<file path="src/iex_pkg.sv">
package iex_pkg;
   localparam int          DATA_W     = 12;
   localparam int          CNT_W      = 4;
   localparam int          FIFO_DEPTH = 8;
   localparam logic [3:0]  LAST_BIT   = 4'hc;
   localparam logic [3:0]  WAKE_FALLS = 4'hc;
   localparam logic [3:0]  CNT_RST    = 4'h0;
   localparam logic [11:0] SR_RST     = 12'h000;

   typedef enum logic [1:0] {
      IEX_UNKNOWN,
      IEX_IDLE,
      IEX_LOAD,
      IEX_SHIFT
   } iex_state_e;
endpackage : iex_pkg

</file>
<file path="src/iex_expander.sv">
`timescale 1ns/100ps

module iex_fifo #(
   parameter int WIDTH = 12,
   parameter int DEPTH = 8
) (
   input  wire logic             clk,        // System clock
   input  wire logic             sys_rst,    // Synchronous reset
   input  wire logic [WIDTH-1:0] in_data,    // Word to store
   input  wire logic             in_valid,   // Word offered
   output logic                  in_ready,   // Room available
   output logic      [WIDTH-1:0] out_data,   // Oldest word
   output logic                  out_valid,  // Oldest word present
   input  wire logic             out_ready   // Drain accepts word
);
   localparam int AW = $clog2(DEPTH);

   logic [WIDTH-1:0] mem_r [DEPTH];
   logic [AW-1:0]    wr_ptr_r;
   logic [AW-1:0]    rd_ptr_r;
   logic [AW:0]      count_r;
   wire              push_w = in_valid && in_ready;
   wire              pop_w  = out_valid && out_ready;

   assign in_ready  = (count_r != (AW+1)'(DEPTH));
   assign out_valid = (count_r != '0);
   assign out_data  = mem_r[rd_ptr_r];

   always_ff @(posedge clk) begin
      if (push_w) begin
         mem_r[wr_ptr_r] <= in_data;
      end
   end

   always_ff @(posedge clk) begin
      if (sys_rst) begin
         wr_ptr_r <= '0;
         rd_ptr_r <= '0;
         count_r  <= '0;
      end else begin
         if (push_w) begin
            wr_ptr_r <= (wr_ptr_r == AW'(DEPTH-1)) ? '0 : wr_ptr_r + 1'b1;
         end
         if (pop_w) begin
            rd_ptr_r <= (rd_ptr_r == AW'(DEPTH-1)) ? '0 : rd_ptr_r + 1'b1;
         end
         count_r <= count_r + (AW+1)'(push_w) - (AW+1)'(pop_w);
      end
   end
endmodule : iex_fifo

module iex_expander #(
   parameter int DATA_W = iex_pkg::DATA_W,
   parameter int DEPTH  = iex_pkg::FIFO_DEPTH
) (
   input  wire logic              clk,              // 10 MHz system clock
   input  wire logic              sys_rst,          // Synchronous reset, high
   input  wire logic              shift_clk,        // Host shift clock pin
   input  wire logic              line_in,          // Shared line, level seen
   output logic                   line_out,         // Shared line, level driven
   output logic                   line_oe,          // Shared line, high while driving
   input  wire logic [DATA_W-1:0] parallel_inputs   // Parallel inputs
);
   iex_pkg::iex_state_e state_r;
   iex_pkg::iex_state_e state_nxt;

   logic              sck_s1_r, sck_s2_r, sck_s3_r;
   logic              lin_s1_r, lin_s2_r, lin_s3_r;
   logic [DATA_W-1:0] par_s1_r, par_s2_r;
   logic [DATA_W-1:0] sr_r;
   logic [3:0]        cnt_r;
   logic              line_out_r, line_oe_r;
   logic [DATA_W-1:0] fifo_data;
   logic              fifo_valid, fifo_in_ready;

   // Edge detectors look only at the second and third stages
   wire clk_fall_w  = sck_s3_r && !sck_s2_r;
   wire line_fall_w = lin_s3_r && !lin_s2_r;
   wire in_mode_w   = (state_r == iex_pkg::IEX_IDLE);
   wire capture_w   = in_mode_w && line_fall_w && sck_s2_r && fifo_in_ready;
   wire fifo_pop_w  = (state_r == iex_pkg::IEX_LOAD);
   wire load_w      = fifo_pop_w && fifo_valid;
   wire last_w      = (cnt_r == iex_pkg::LAST_BIT);
   wire wake_w      = (cnt_r == iex_pkg::WAKE_FALLS);
   // Clock falls qualified by the state that acts on them
   wire wake_fall_w  = (state_r == iex_pkg::IEX_UNKNOWN) && clk_fall_w;
   wire shift_fall_w = (state_r == iex_pkg::IEX_SHIFT) && clk_fall_w;

   assign line_out = line_out_r;
   assign line_oe  = line_oe_r;

   iex_fifo #(
      .WIDTH (DATA_W),
      .DEPTH (DEPTH)
   ) u_fifo (
      .clk       (clk),
      .sys_rst   (sys_rst),
      .in_data   (par_s2_r),
      .in_valid  (capture_w),
      .in_ready  (fifo_in_ready),
      .out_data  (fifo_data),
      .out_valid (fifo_valid),
      .out_ready (fifo_pop_w)
   );

   // Parallel inputs ride two stages, as the line does up to lin_s2_r where its fall is seen, so the word taken
   // at capture is the one standing while the host still holds the inputs
   always_ff @(posedge clk) begin
      sck_s1_r <= shift_clk;
      sck_s2_r <= sck_s1_r;
      sck_s3_r <= sck_s2_r;
      lin_s1_r <= line_in;
      lin_s2_r <= lin_s1_r;
      lin_s3_r <= lin_s2_r;
      par_s1_r <= parallel_inputs;
      par_s2_r <= par_s1_r;
   end

   always_comb begin
      state_nxt = state_r;
      unique case (state_r)
         iex_pkg::IEX_UNKNOWN: if (clk_fall_w && wake_w) state_nxt = iex_pkg::IEX_IDLE;
         iex_pkg::IEX_IDLE:    if (capture_w) state_nxt = iex_pkg::IEX_LOAD;
         iex_pkg::IEX_LOAD:    if (fifo_valid) state_nxt = iex_pkg::IEX_SHIFT;
         iex_pkg::IEX_SHIFT:   if (clk_fall_w && last_w) state_nxt = iex_pkg::IEX_IDLE;
      endcase
   end

   always_ff @(posedge clk) begin
      if (sys_rst) begin
         state_r    <= iex_pkg::IEX_UNKNOWN;
         cnt_r      <= iex_pkg::CNT_RST;
         sr_r       <= iex_pkg::SR_RST;
         line_out_r <= 1'b1;
         line_oe_r  <= 1'b0;
      end else begin
         state_r <= state_nxt;
         if (wake_fall_w) begin
            cnt_r <= wake_w ? iex_pkg::CNT_RST : cnt_r + 4'h1;
         end
         if (capture_w) begin
            cnt_r      <= iex_pkg::CNT_RST;
            line_oe_r  <= 1'b1;
            line_out_r <= 1'b0;
         end
         if (load_w) begin
            sr_r <= fifo_data;
         end
         if (shift_fall_w) begin
            cnt_r <= last_w ? iex_pkg::CNT_RST : cnt_r + 4'h1;
            if (last_w) begin
               line_oe_r  <= 1'b0;
               line_out_r <= 1'b1;
            end else begin
               line_out_r <= sr_r[0];
               sr_r       <= {1'b0, sr_r[DATA_W-1:1]};
            end
         end
      end
   end
endmodule : iex_expander

</file>
<file path="config.mk">
export PLATFORM = sky130hd
export DESIGN_NAME = iex_expander
export DESIGN_NICKNAME = d
export VERILOG_FILES = /design/src/iex_pkg.sv /design/src/iex_expander.sv
export SDC_FILE = /design/constraint.sdc
export NUM_CORES = 1
export LEC_CHECK = 0
export BUFFER_PORTS_ARGS = -buffer_cell sky130_fd_sc_hd__buf_2
export CORE_UTILIZATION = 68
export CTS_BUF_LIST = sky130_fd_sc_hd__clkbuf_4
export DETAILED_ROUTE_END_ITERATION = 7
export PLACE_DENSITY = 0.94
export SETUP_SLACK_MARGIN = 0.02
export SYNTH_ARGS = -nofsm -noshare
export SYNTH_HDL_FRONTEND = slang
export SYNTH_SLANG_ARGS = --single-unit
export TNS_END_PERCENT = 50
</file>
<file path="constraint.sdc">
create_clock -name clk -period 6.5 [get_ports clk]
set_clock_uncertainty 0.05 [all_clocks]
set_input_delay 0 -clock clk [delete_from_list [all_inputs] [get_ports clk]]
set_output_delay 0 -clock clk [all_outputs]
set_load 0.02 [all_outputs]
</file>
==> results.cfg, run 1 <==
[sta]
hold_viol = 0
slew_violations = 0
tightest_slew_ns = 1.23
rsz0062_at_grt = no
setup_violations = 0
fin_crit_ns = 2.91
max_clock_freq_ghz = 0.344
fin_ws_ns = 3.59
slew_headroom_pct = 17.4
tns_ns = 0
timing.final.crit_share_pct = 44.8

[synthesis]
synthAdderAreaFrac_pct = 3.57
ys.warnings.count = 0
synth_flop_cell = edfxtp_1
avgSynthCellArea_sq_um = 16.7
synth_mux_area_share_pct = 11.7
synth-edff-count = 96
syn_nets = 381
ys_ff_latch = 159
synth_top_family_by_area = multiplexers
synthDistinctLibCells = 48
syn_area_sq_mm = 0.00583
synth_compound_area_share_pct = 5.03
synth_simple_gate_area_share_pct = 5.67
synth_xor_area_share_pct = 0.301
syn_inst = 349
synthArstFlopShare_pct = 0
seq_area_frac_synth_pct = 71.1

[placed_design]
gp_congestion = 0.764
dp_slack_ns = 3.67
dpl.hpwl_mm = 6.29
io_buffers = 17

[global_routing]
grt_pass1_vias = 3246
grt_max_degree = 25
grt_first_pass_wirelength_mm = 16.6
antenna_found_initial = 0
grtUsageTotal_pct = 27.0
grt_overflow_total = 0

[worst_setup_path]
crit_type = flip-flop to flip-flop
cp-end-kind = flip-flop
critPathLaunchType = flip-flop
cp.arrival_ns = 3.04
critPathMaxStageDelay_ns = 1.03
critPathSlowestCell = nor3b_2
cpMostUsedCell = inv_1
critPathRequiredTime_ns = 6.64
crit_family = simple AND/OR/NAND/NOR gates
crit_buf_inv = 3
crit_fanout = 12
worstPathCellList = inv_1 -> ha_1 -> inv_1 -> a211o_1 -> inv_2 -> nand2_1 -> nor3b_2

[power_and_ir_drop]
p_leak_uw = 0.00226
powerDensity_mw_per_mm2 = 298
ir_drop_mv = 0.193

[detailed_routing]
ant_nets = 0
drt-vias-per-instance = 6.09
wl_per_cell_um = 20.7
drt-total-wl_mm = 10.8
vias = 3167
dr.pass1.iters = 4
first_iter_violations = 251
drc = 0

[clock_tree]
postCtsSetupBuffers = 0
cts_buffers = 17
root_buffer = clkbuf_4
cts.clk_slew.worst_paths_ns = 0.16
htreeDepth = 4
cts_tree = built
cts_num_sinks = 159
clockBufferDepth = 2
post_cts_resize_count = 0
clk_latency_ns = 0.58

[layout]
layout_common_cells = 96 x edfxtp_1, 63 x dfxtp_1, 27 x dlygate4sd3_1
final_common_cell = edfxtp_1
drive_gt1_share_pct = 20.7
syn2layout_area_growth_pct = 13.0
final_net_count = 434
diodes = 0
nFillCells = 430

[job]
drv_cap = 0

[die]
fp.dieH_um = 94.6
start_util_pct = 70.5
die_w_um = 94.6
rows = 33
die_area_sq_mm = 0.00894
num_io_pins = 18
coreArea_sq_mm = 0.00826

[status]
status = finished, final reports clean

[min_path]
hold_path.class = primary input to flip-flop
[worst paths after layout]
check                            from                  end  slack [ns]  depth (start not counted)
setup / recovery           state_r[1]  u_fifo.mem_r[6][11]        3.59                          7
hold / removal    parallel_inputs[11]         par_s1_r[11]        0.04                          2
setup reg to reg           state_r[1]  u_fifo.mem_r[6][11]        3.59                          7
hold reg to reg           par_s1_r[6]          par_s2_r[6]        0.28                          0
[cell type report]
type	count	area, sq um	share of cell area [%]
Multi-Input combinational cell	161	1560	23.7
Clock inverter	15	173	2.62
Sequential cell	159	4140	63.0
Tap cell	105	131	2.00
Timing Repair Buffer	50	400	6.08
Inverter	13	48.8	0.741
Clock buffer	17	128	1.94
[worst reg2reg max path: stages (launching register included)]
cell and delay, ns:
dfxtp_1 0.36, inv_1 0.11, ha_1 0.23, inv_1 0.05, a211o_1 0.38, inv_2 0.17, nand2_1 0.14, nor3b_2 1.03
[metrics by stage]
step,hold WS [ns],cell area (sq um),std cells,power [uW],utilization (%)
3_5_place_dp,0.0545,6010,461,1390,72.8
5_1_grt,0.000670,6580,520,2040,79.7
3_3_place_gp,0.0527,6010,461,1370,72.8
6_report,0.0416,6580,520,1960,79.7
4_1_cts,0.000809,6560,518,1960,79.5
2_1_floorplan,-0.0223,5830,349,1330,-
[per-layer routing]
metal	part of all wire [%]	wire [um]	vias up	global-route usage, %
met5	0	0	-	0
met4	3.1	329	0	14.1
met3	4.9	531	25	6.04
met2	53	5680	112	47.2
met1	39	4220	1579	31.4
li1	-	-	1451	-
[where the power goes]
| group | internal [uW] | leakage, uW | switching [uW] |
|---|---|---|---|
| logic | 110 | 0.000733 | 119 |
| clock network | 177 | 0.000149 | 406 |
| registers | 1110 | 0.00138 | 42.5 |
[sequential cells by signal, summed over array words and instances, names as in the netlist, named ones only]
name             cells
cnt_r                4
lin_s1_r             1
lin_s2_r             1
lin_s3_r             1
line_oe              1
line_out             1
par_s1_r            12
par_s2_r            12
sck_s1_r             1
sck_s2_r             1
sck_s3_r             1
sr_r                12
state_r              2
u_fifo.count_r       4
u_fifo.mem_r        96
u_fifo.rd_ptr_r      3
u_fifo.wr_ptr_r      3
[cells by family (layout without fill, tap and decap cells)]
| group | after synthesis | count (layout) |
|---|---|---|
| compound gates | 40 | 40 |
| simple gates | 66 | 66 |
| flops | 159 | 159 |
| buf+inv | 29 | 95 |
| mux | 37 | 37 |
| xor+xnor | 2 | 2 |
| fa+ha+maj | 16 | 16 |
[timing repair]
item,4_1_cts,5_1_grt
endpoints found under the hold margin,31,2
hold buffers,25,2
setup endpoints to repair,0,0
[synthesized netlist by cell type, types with 2 or more instances]
master	count	share of area, %
edfxtp_1	96	49
buf_2	5	0.43
o21ai_0	3	0.26
nor2_1	21	1.4
a21oi_1	15	1.3
nor3b_1	2	0.26
inv_1	12	0.77
nor4bb_1	2	0.34
mux4_1	2	0.90
ha_1	15	3.2
a221o_1	11	1.9
nor3_1	3	0.26
nor4b_1	2	0.30
dfxtp_1	63	22
nand3b_1	4	0.52
or3_1	2	0.21
mux2i_1	12	2.1
mux4_2	22	8.5
clkbuf_1	6	0.39
nand2_1	16	1.0
nand3_1	7	0.60
a211oi_1	2	0.26
Note: power is estimated with default switching activity, not from simulation.
==> run 2: changes to the inputs <==
--- a/config.mk
+++ b/config.mk
@@ -5,11 +5,12 @@
 export SDC_FILE = /design/constraint.sdc
 export NUM_CORES = 1
 export LEC_CHECK = 0
+export ABC_AREA = 1
 export BUFFER_PORTS_ARGS = -buffer_cell sky130_fd_sc_hd__buf_2
-export CORE_UTILIZATION = 68
+export CORE_UTILIZATION = 58
 export CTS_BUF_LIST = sky130_fd_sc_hd__clkbuf_4
 export DETAILED_ROUTE_END_ITERATION = 7
-export PLACE_DENSITY = 0.94
+export PLACE_DENSITY = 0.86
 export SETUP_SLACK_MARGIN = 0.02
 export SYNTH_ARGS = -nofsm -noshare
 export SYNTH_HDL_FRONTEND = slang
==> constraint.sdc (replaced) <==
create_clock -name clk -period 2.5 [get_ports clk]
set_clock_uncertainty 0.05 [all_clocks]
set_input_delay 0 -clock clk [delete_from_list [all_inputs] [get_ports clk]]
set_output_delay 0 -clock clk [all_outputs]
set_load 0.02 [all_outputs]
==> run 2 against run 1 <==
Net effect: cell count up 59%; area after synthesis grew 7.5%; synthesized cell count increased by 79%; sequential power rose to 2.6 times the previous value; global-route usage shrank 2.5 points; critical path type unchanged; combinational power grew to 3.3 times the previous value; largest cell class unchanged; critical endpoint is now u_fifo.count_r[2].
==> results.cfg, run 2 <==
[layout]
multiInputGateArea_sq_mm = 0.00163
seqCellArea_sq_mm = 0.00414
final_net_count = 708
top_register = u_fifo.mem_r
largest_register_ffs = 96
fin_cells = 826
final_common_cell = nand2_1
nFillCells = 789
drive_gt1_share_pct = 9.72
layout_common_cells = 149 x nand2_1, 99 x inv_1, 96 x edfxtp_1
syn2layout_area_growth_pct = 12.9

[synthesis]
synth_compound_area_share_pct = 4.52
synth-edff-count = 96
synthArstFlopShare_pct = 0
synth_top_area_cell = edfxtp_1
avgSynthCellArea_sq_um = 10.1
synth_top_area_share_pct = 46.0
synth_simple_gate_area_share_pct = 17.9
synth_mux_area_share_pct = 0
synthDistinctLibCells = 23
synth_most_common_cell = nand2_1
syn_nets = 655
synth_commonest_cells = 149 x nand2_1, 99 x inv_1, 96 x edfxtp_1
syn_area_sq_mm = 0.00626
ys_ff_latch = 159
synth_flop_cell = edfxtp_1
synth_top_family_by_area = simple AND/OR/NAND/NOR gates
synthTopCellsByArea = edfxtp_1 46%, dfxtp_1 20%, nand2_1 8.9%, nand3_1 6.6%, inv_1 5.9%
ys.warnings.count = 0
syn_inst = 623
seq_area_frac_synth_pct = 66.2
synth_xor_area_share_pct = 0.280
synthAdderAreaFrac_pct = 3.32

[power_and_ir_drop]
powerDensity_mw_per_mm2 = 743
ir_drop_mv = 0.494
finalPower_uw = 5250
p_leak_uw = 0.00305

[sta]
setup_violations = 0
slew_headroom_pct = 47.0
max_clock_freq_ghz = 0.464
timing.final.crit_share_pct = 86.2
slew_violations = 0
fin_ws_ns = 0.345
whs_ns = 0.0409
tns_ns = 0
hold_viol = 0
tightest_slew_ns = 0.794
rsz0062_at_grt = no
fin_crit_ns = 2.16

[worst_setup_path]
cp-end-kind = flip-flop
critPathRequiredTime_ns = 2.94
cpMostUsedCell = inv_1
critPathMaxStageDelay_ns = 0.38
crit_family = adder cells
worstPathCellList = inv_1 -> ha_1 -> nand3_1 -> nand2_1 -> nor2_1 -> inv_1 -> o21ai_0 -> ha_1 -> inv_1 -> fa_1 -> xor2_1 -> nor2_1
crit_fanout = 3
crit_type = flip-flop to flip-flop
cp.arrival_ns = 2.60
crit_buf_inv = 3
critPathLaunchType = flip-flop
critPathSlowestCell = fa_1

[clock_tree]
postCtsSetupBuffers = 0
cts_tree = built
post_cts_resize_count = 0
clk_latency_ns = 0.55
cts_hold_buf = 25
cts_num_sinks = 159
cts.clk_slew.worst_paths_ns = 0.13
clockBufferDepth = 2
root_buffer = clkbuf_4
cts_buffers = 17
htreeDepth = 4

[die]
num_io_pins = 18
die_area_sq_mm = 0.0112
fp.dieH_um = 106
coreArea_sq_mm = 0.0104
die_w_um = 106
start_util_pct = 60.1
rows = 37

[global_routing]
grtUsageTotal_pct = 24.6
grt_first_pass_wirelength_mm = 20.7
grt_overflow_total = 0
grt_max_degree = 49
grt_pass1_vias = 4278
antenna_found_initial = 1

[detailed_routing]
wl_per_cell_um = 15.3
dr.pass1.iters = 5
drc = 0
drt-total-wl_mm = 12.6
vias = 4369
ant_nets = 0
drt-vias-per-instance = 5.29
first_iter_violations = 460

[job]
drv_cap = 0

[placed_design]
gp_congestion = 0.851
io_buffers = 17
dpl.hpwl_mm = 8.28
dp_slack_ns = 0.364
dp.cells = 768

[status]
status = finished, final reports clean

[min_path]
hold_path.class = primary input to flip-flop
-- run 2: cell types whose count changed after synthesis, sizes merged, moves of 3 or more --
cell	change
nand2	+133
inv	+88
nand3	+77
mux4	-24
o21ai	+18
a21oi	+12
mux2i	-12
nor2	+12
a221o	-11
buf	+8
nand3b	-4
nor3	-3
-- run 2: power breakdown --
group | internal [uW] | switching, uW
Combinational | 278 | 467
Sequential | 2880 | 82.7
Clock | 609 | 937
-- run 2: metal layers --
metal  vias to the layer above  track usage [%]  routed length, um
met3                        23             6.13                863
met1                      2054             31.7               5300
met2                       164             40.6               6280
met4                         0             8.53                203
met5                         -                0                  0
li1                       2128                -                  -
-- run 2: area by class of cell --
class | instances | share of cell area [%]
clock buffers | 17 | 1.81
flip-flops and latches | 159 | 58.6
multi-input cells | 339 | 23.0
repair buffers | 58 | 6.44
inverters | 101 | 5.36
clock inverters | 15 | 2.28
diodes | 1 | 0.0354
well taps | 136 | 2.41
-- run 2: per-stage QoR --
| step | util, % | cell area, sq um |
|---|---|---|
| detailed placement | 62.7 | 6530 |
| floorplan | - | 6260 |
| finish | 67.9 | 7070 |
| global route | 67.9 | 7070 |
| global placement | 62.7 | 6530 |
| CTS | 67.8 | 7070 |
-- run 2: kinds of logic (layout without fill, tap and decap cells) --
kind of cell    Yosys count  count (layout)
buf+inv                 125             191
fa+ha+maj                16              16
compound gates           53              53
other cells               0               1
simple gates            268             268
xor+xnor                  2               2
flops                   159             159
-- run 2: worst reg2reg max path: stages (launching register included) --
cell,delay [ns]
dfxtp_1,0.35
inv_1,0.07
ha_1,0.23
nand3_1,0.09
nand2_1,0.07
nor2_1,0.21
inv_1,0.10
o21ai_0,0.09
ha_1,0.17
inv_1,0.06
fa_1,0.38
xor2_1,0.15
nor2_1,0.08
-- run 2: final timing paths --
path / start / endpoint / slack, ns / cells past startpoint
setup / recovery: u_fifo.count_r[2] / u_fifo.count_r[2] / 0.34 / 12
hold / removal: parallel_inputs[5] / par_s1_r[5] / 0.04 / 2
setup reg to reg: u_fifo.count_r[2] / u_fifo.count_r[2] / 0.34 / 12
hold reg to reg: lin_s1_r / lin_s2_r / 0.29 / 0
==> run 3: changes to the inputs <==
--- a/config.mk
+++ b/config.mk
@@ -6,11 +6,11 @@
 export NUM_CORES = 1
 export LEC_CHECK = 0
 export ABC_AREA = 1
-export BUFFER_PORTS_ARGS = -buffer_cell sky130_fd_sc_hd__buf_2
-export CORE_UTILIZATION = 58
+export CORE_UTILIZATION = 59
 export CTS_BUF_LIST = sky130_fd_sc_hd__clkbuf_4
 export DETAILED_ROUTE_END_ITERATION = 7
-export PLACE_DENSITY = 0.86
+export DONT_BUFFER_PORTS = 1
+export PLACE_DENSITY = 0.78
 export SETUP_SLACK_MARGIN = 0.02
 export SYNTH_ARGS = -nofsm -noshare
 export SYNTH_HDL_FRONTEND = slang
==> run 3 against run 2 <==
Net effect: setup slack gained 0.032 ns; sequential power is essentially flat; total power shrank 2.0%; cell count shrank 1.8%; clock power shrank 7%; via count is the same; register-to-register slack gained 0.03 ns; die area shrank 1.7%; design area shrank 1.2%; sequential cell count is the same; sequential share of layout area grew 0.74 points; fmax grew 1.5%.
==> results.cfg, run 3 (same netlist as run 2, synthesis figures left out) <==
[layout]
syn2layout_area_growth_pct = 11.5
final_common_cell = nand2_1
top_register = u_fifo.mem_r
drive_gt1_share_pct = 6.97
layout_common_cells = 149 x nand2_1, 99 x inv_1, 96 x edfxtp_1
final_net_count = 693
nFillCells = 784
largest_register_ffs = 96
final_util_pct = 67.6

[sta]
tns_ns = 0
slew_headroom_pct = 50.3
whs_ns = 0.216
rsz0062_at_grt = no
tightest_slew_ns = 0.744
fin_crit_ns = 2.12
slew_violations = 0
setup_violations = 0
max_clock_freq_ghz = 0.471
timing.final.crit_share_pct = 84.9
hold_viol = 0

[global_routing]
grt_first_pass_wirelength_mm = 20.3
grt_max_degree = 49
grt_pass1_vias = 4136
antenna_found_initial = 1
grt_overflow_total = 0
grtUsageTotal_pct = 24.9

[detailed_routing]
dr.pass1.iters = 5
vias = 4369
drt-vias-per-instance = 5.39
drt-total-wl_mm = 12.5
wl_per_cell_um = 15.5
drc = 0
first_iter_violations = 391
ant_nets = 0

[clock_tree]
cts.clk_slew.worst_paths_ns = 0.13
htreeDepth = 4
root_buffer = clkbuf_4
postCtsSetupBuffers = 0
clk_latency_ns = 0.57
clockBufferDepth = 2
post_cts_resize_count = 0
cts_buffers = 17
cts_tree = built
cts_num_sinks = 159

[die]
fp.dieH_um = 105
coreArea_sq_mm = 0.0103
die_w_um = 105
rows = 37
num_io_pins = 18
die_area_sq_mm = 0.0110
start_util_pct = 60.7

[worst_setup_path]
cp-end-kind = flip-flop
critPathRequiredTime_ns = 2.91
cpMostUsedCell = inv_1
critPathLaunchType = flip-flop
crit_fanout = 3
critPathSlowestCell = fa_1
crit_type = flip-flop to flip-flop
critPathMaxStageDelay_ns = 0.38
worstPathCellList = inv_1 -> ha_1 -> nand3_1 -> nand2_1 -> nor2_1 -> inv_1 -> o21ai_0 -> ha_1 -> inv_1 -> fa_1 -> xor2_1 -> nor2_1
cp.arrival_ns = 2.54

[power_and_ir_drop]
ir_drop_mv = 0.453
p_leak_uw = 0.00296
powerDensity_mw_per_mm2 = 737

[status]
status = finished, final reports clean

[job]
drv_cap = 0

[placed_design]
dpl.hpwl_mm = 8.24
gp_congestion = 0.903
io_buffers = 0

[min_path]
hold_path.class = primary input to flip-flop
==> run 3: cell types whose count changed in the layout (fill, tap and decap cells not counted) <==
cell / before / now
buf_2: 17 / 0
inv_6: 2 / 6
clkinv_4: 4 / 1
inv_8: 2 / 0
clkinvlp_4: 1 / 4
clkinv_2: 3 / 1
bufinv_16: 2 / 1
buf_4: 16 / 14
dlygate4sd3_1: 25 / 29
clkinv_1: 1 / 2
==> run 3: critical path: cells and delay by family, from the launching register on <==
kind / cells / cell delay [ns]
flip-flops: 1 / 0.33
XOR/XNOR: 1 / 0.16
AND/OR/NAND/NOR: 4 / 0.39
adder cells (fa/ha/maj): 3 / 0.77
AO/OA/AOI/OAI: 1 / 0.08
buffers and inverters: 3 / 0.21
==> run 3: metrics by stage <==
| step | std cells | cell area, sq um | power [uW] | worst slack (ns) |
|---|---|---|---|---|
| global placement | 749 | 6430 | 3660 | 0.544 |
| floorplan | 623 | 6260 | 3530 | 0.388 |
| finish | 811 | 6980 | 5150 | 0.377 |
| global route | 811 | 6980 | 5400 | 0.207 |
| detailed placement | 749 | 6430 | 3720 | 0.452 |
| CTS | 810 | 6980 | 5160 | 0.420 |
==> run 3: where the power goes <==
group	switching [uW]	internal (uW)	leakage, uW	total, uW
logic	475	271	0.00145	746
clock network	934	502	0.000131	1440
registers	85.6	2880	0.00138	2960
==> run 3: path summary, 6_finish.rpt <==
path                                   startpoint           endpoint  slack, ns  depth (start not counted)
worst min-delay path                      sys_rst  u_fifo.count_r[1]       0.22                          2
worst min register to register        par_s1_r[5]        par_s2_r[5]       0.29                          0
worst max register to register  u_fifo.count_r[2]  u_fifo.count_r[2]       0.38                         12
worst max-delay path            u_fifo.count_r[2]  u_fifo.count_r[2]       0.38                         12
==> run 3: cell type report <==
| class | count | area (sq um) | area share, % |
|---|---|---|---|
| diodes | 1 | 2.50 | 0.0358 |
| clock buffers | 17 | 128 | 1.83 |
| clock inverters | 15 | 134 | 1.92 |
| inverters | 101 | 379 | 5.43 |
| multi-input cells | 339 | 1630 | 23.3 |
| flip-flops and latches | 159 | 4140 | 59.4 |
| well taps | 136 | 170 | 2.44 |
| repair buffers | 43 | 395 | 5.66 |
==> run 3: what timing repair did <==
item	4_1_cts	5_1_grt
hold buffers	29	0
endpoints found under the hold margin	47	0
endpoints found under the setup margin	0	0
==> run 3: routing by layer <==
| metal | GRT usage (%) | routed length [um] | vias to the layer above |
|---|---|---|---|
| met5 | 0 | 0 | - |
| li1 | - | - | 2100 |
| met2 | 40.5 | 6130 | 150 |
| met1 | 31.6 | 5430 | 2092 |
| met3 | 6.55 | 748 | 27 |
| met4 | 10.7 | 246 | 0 |
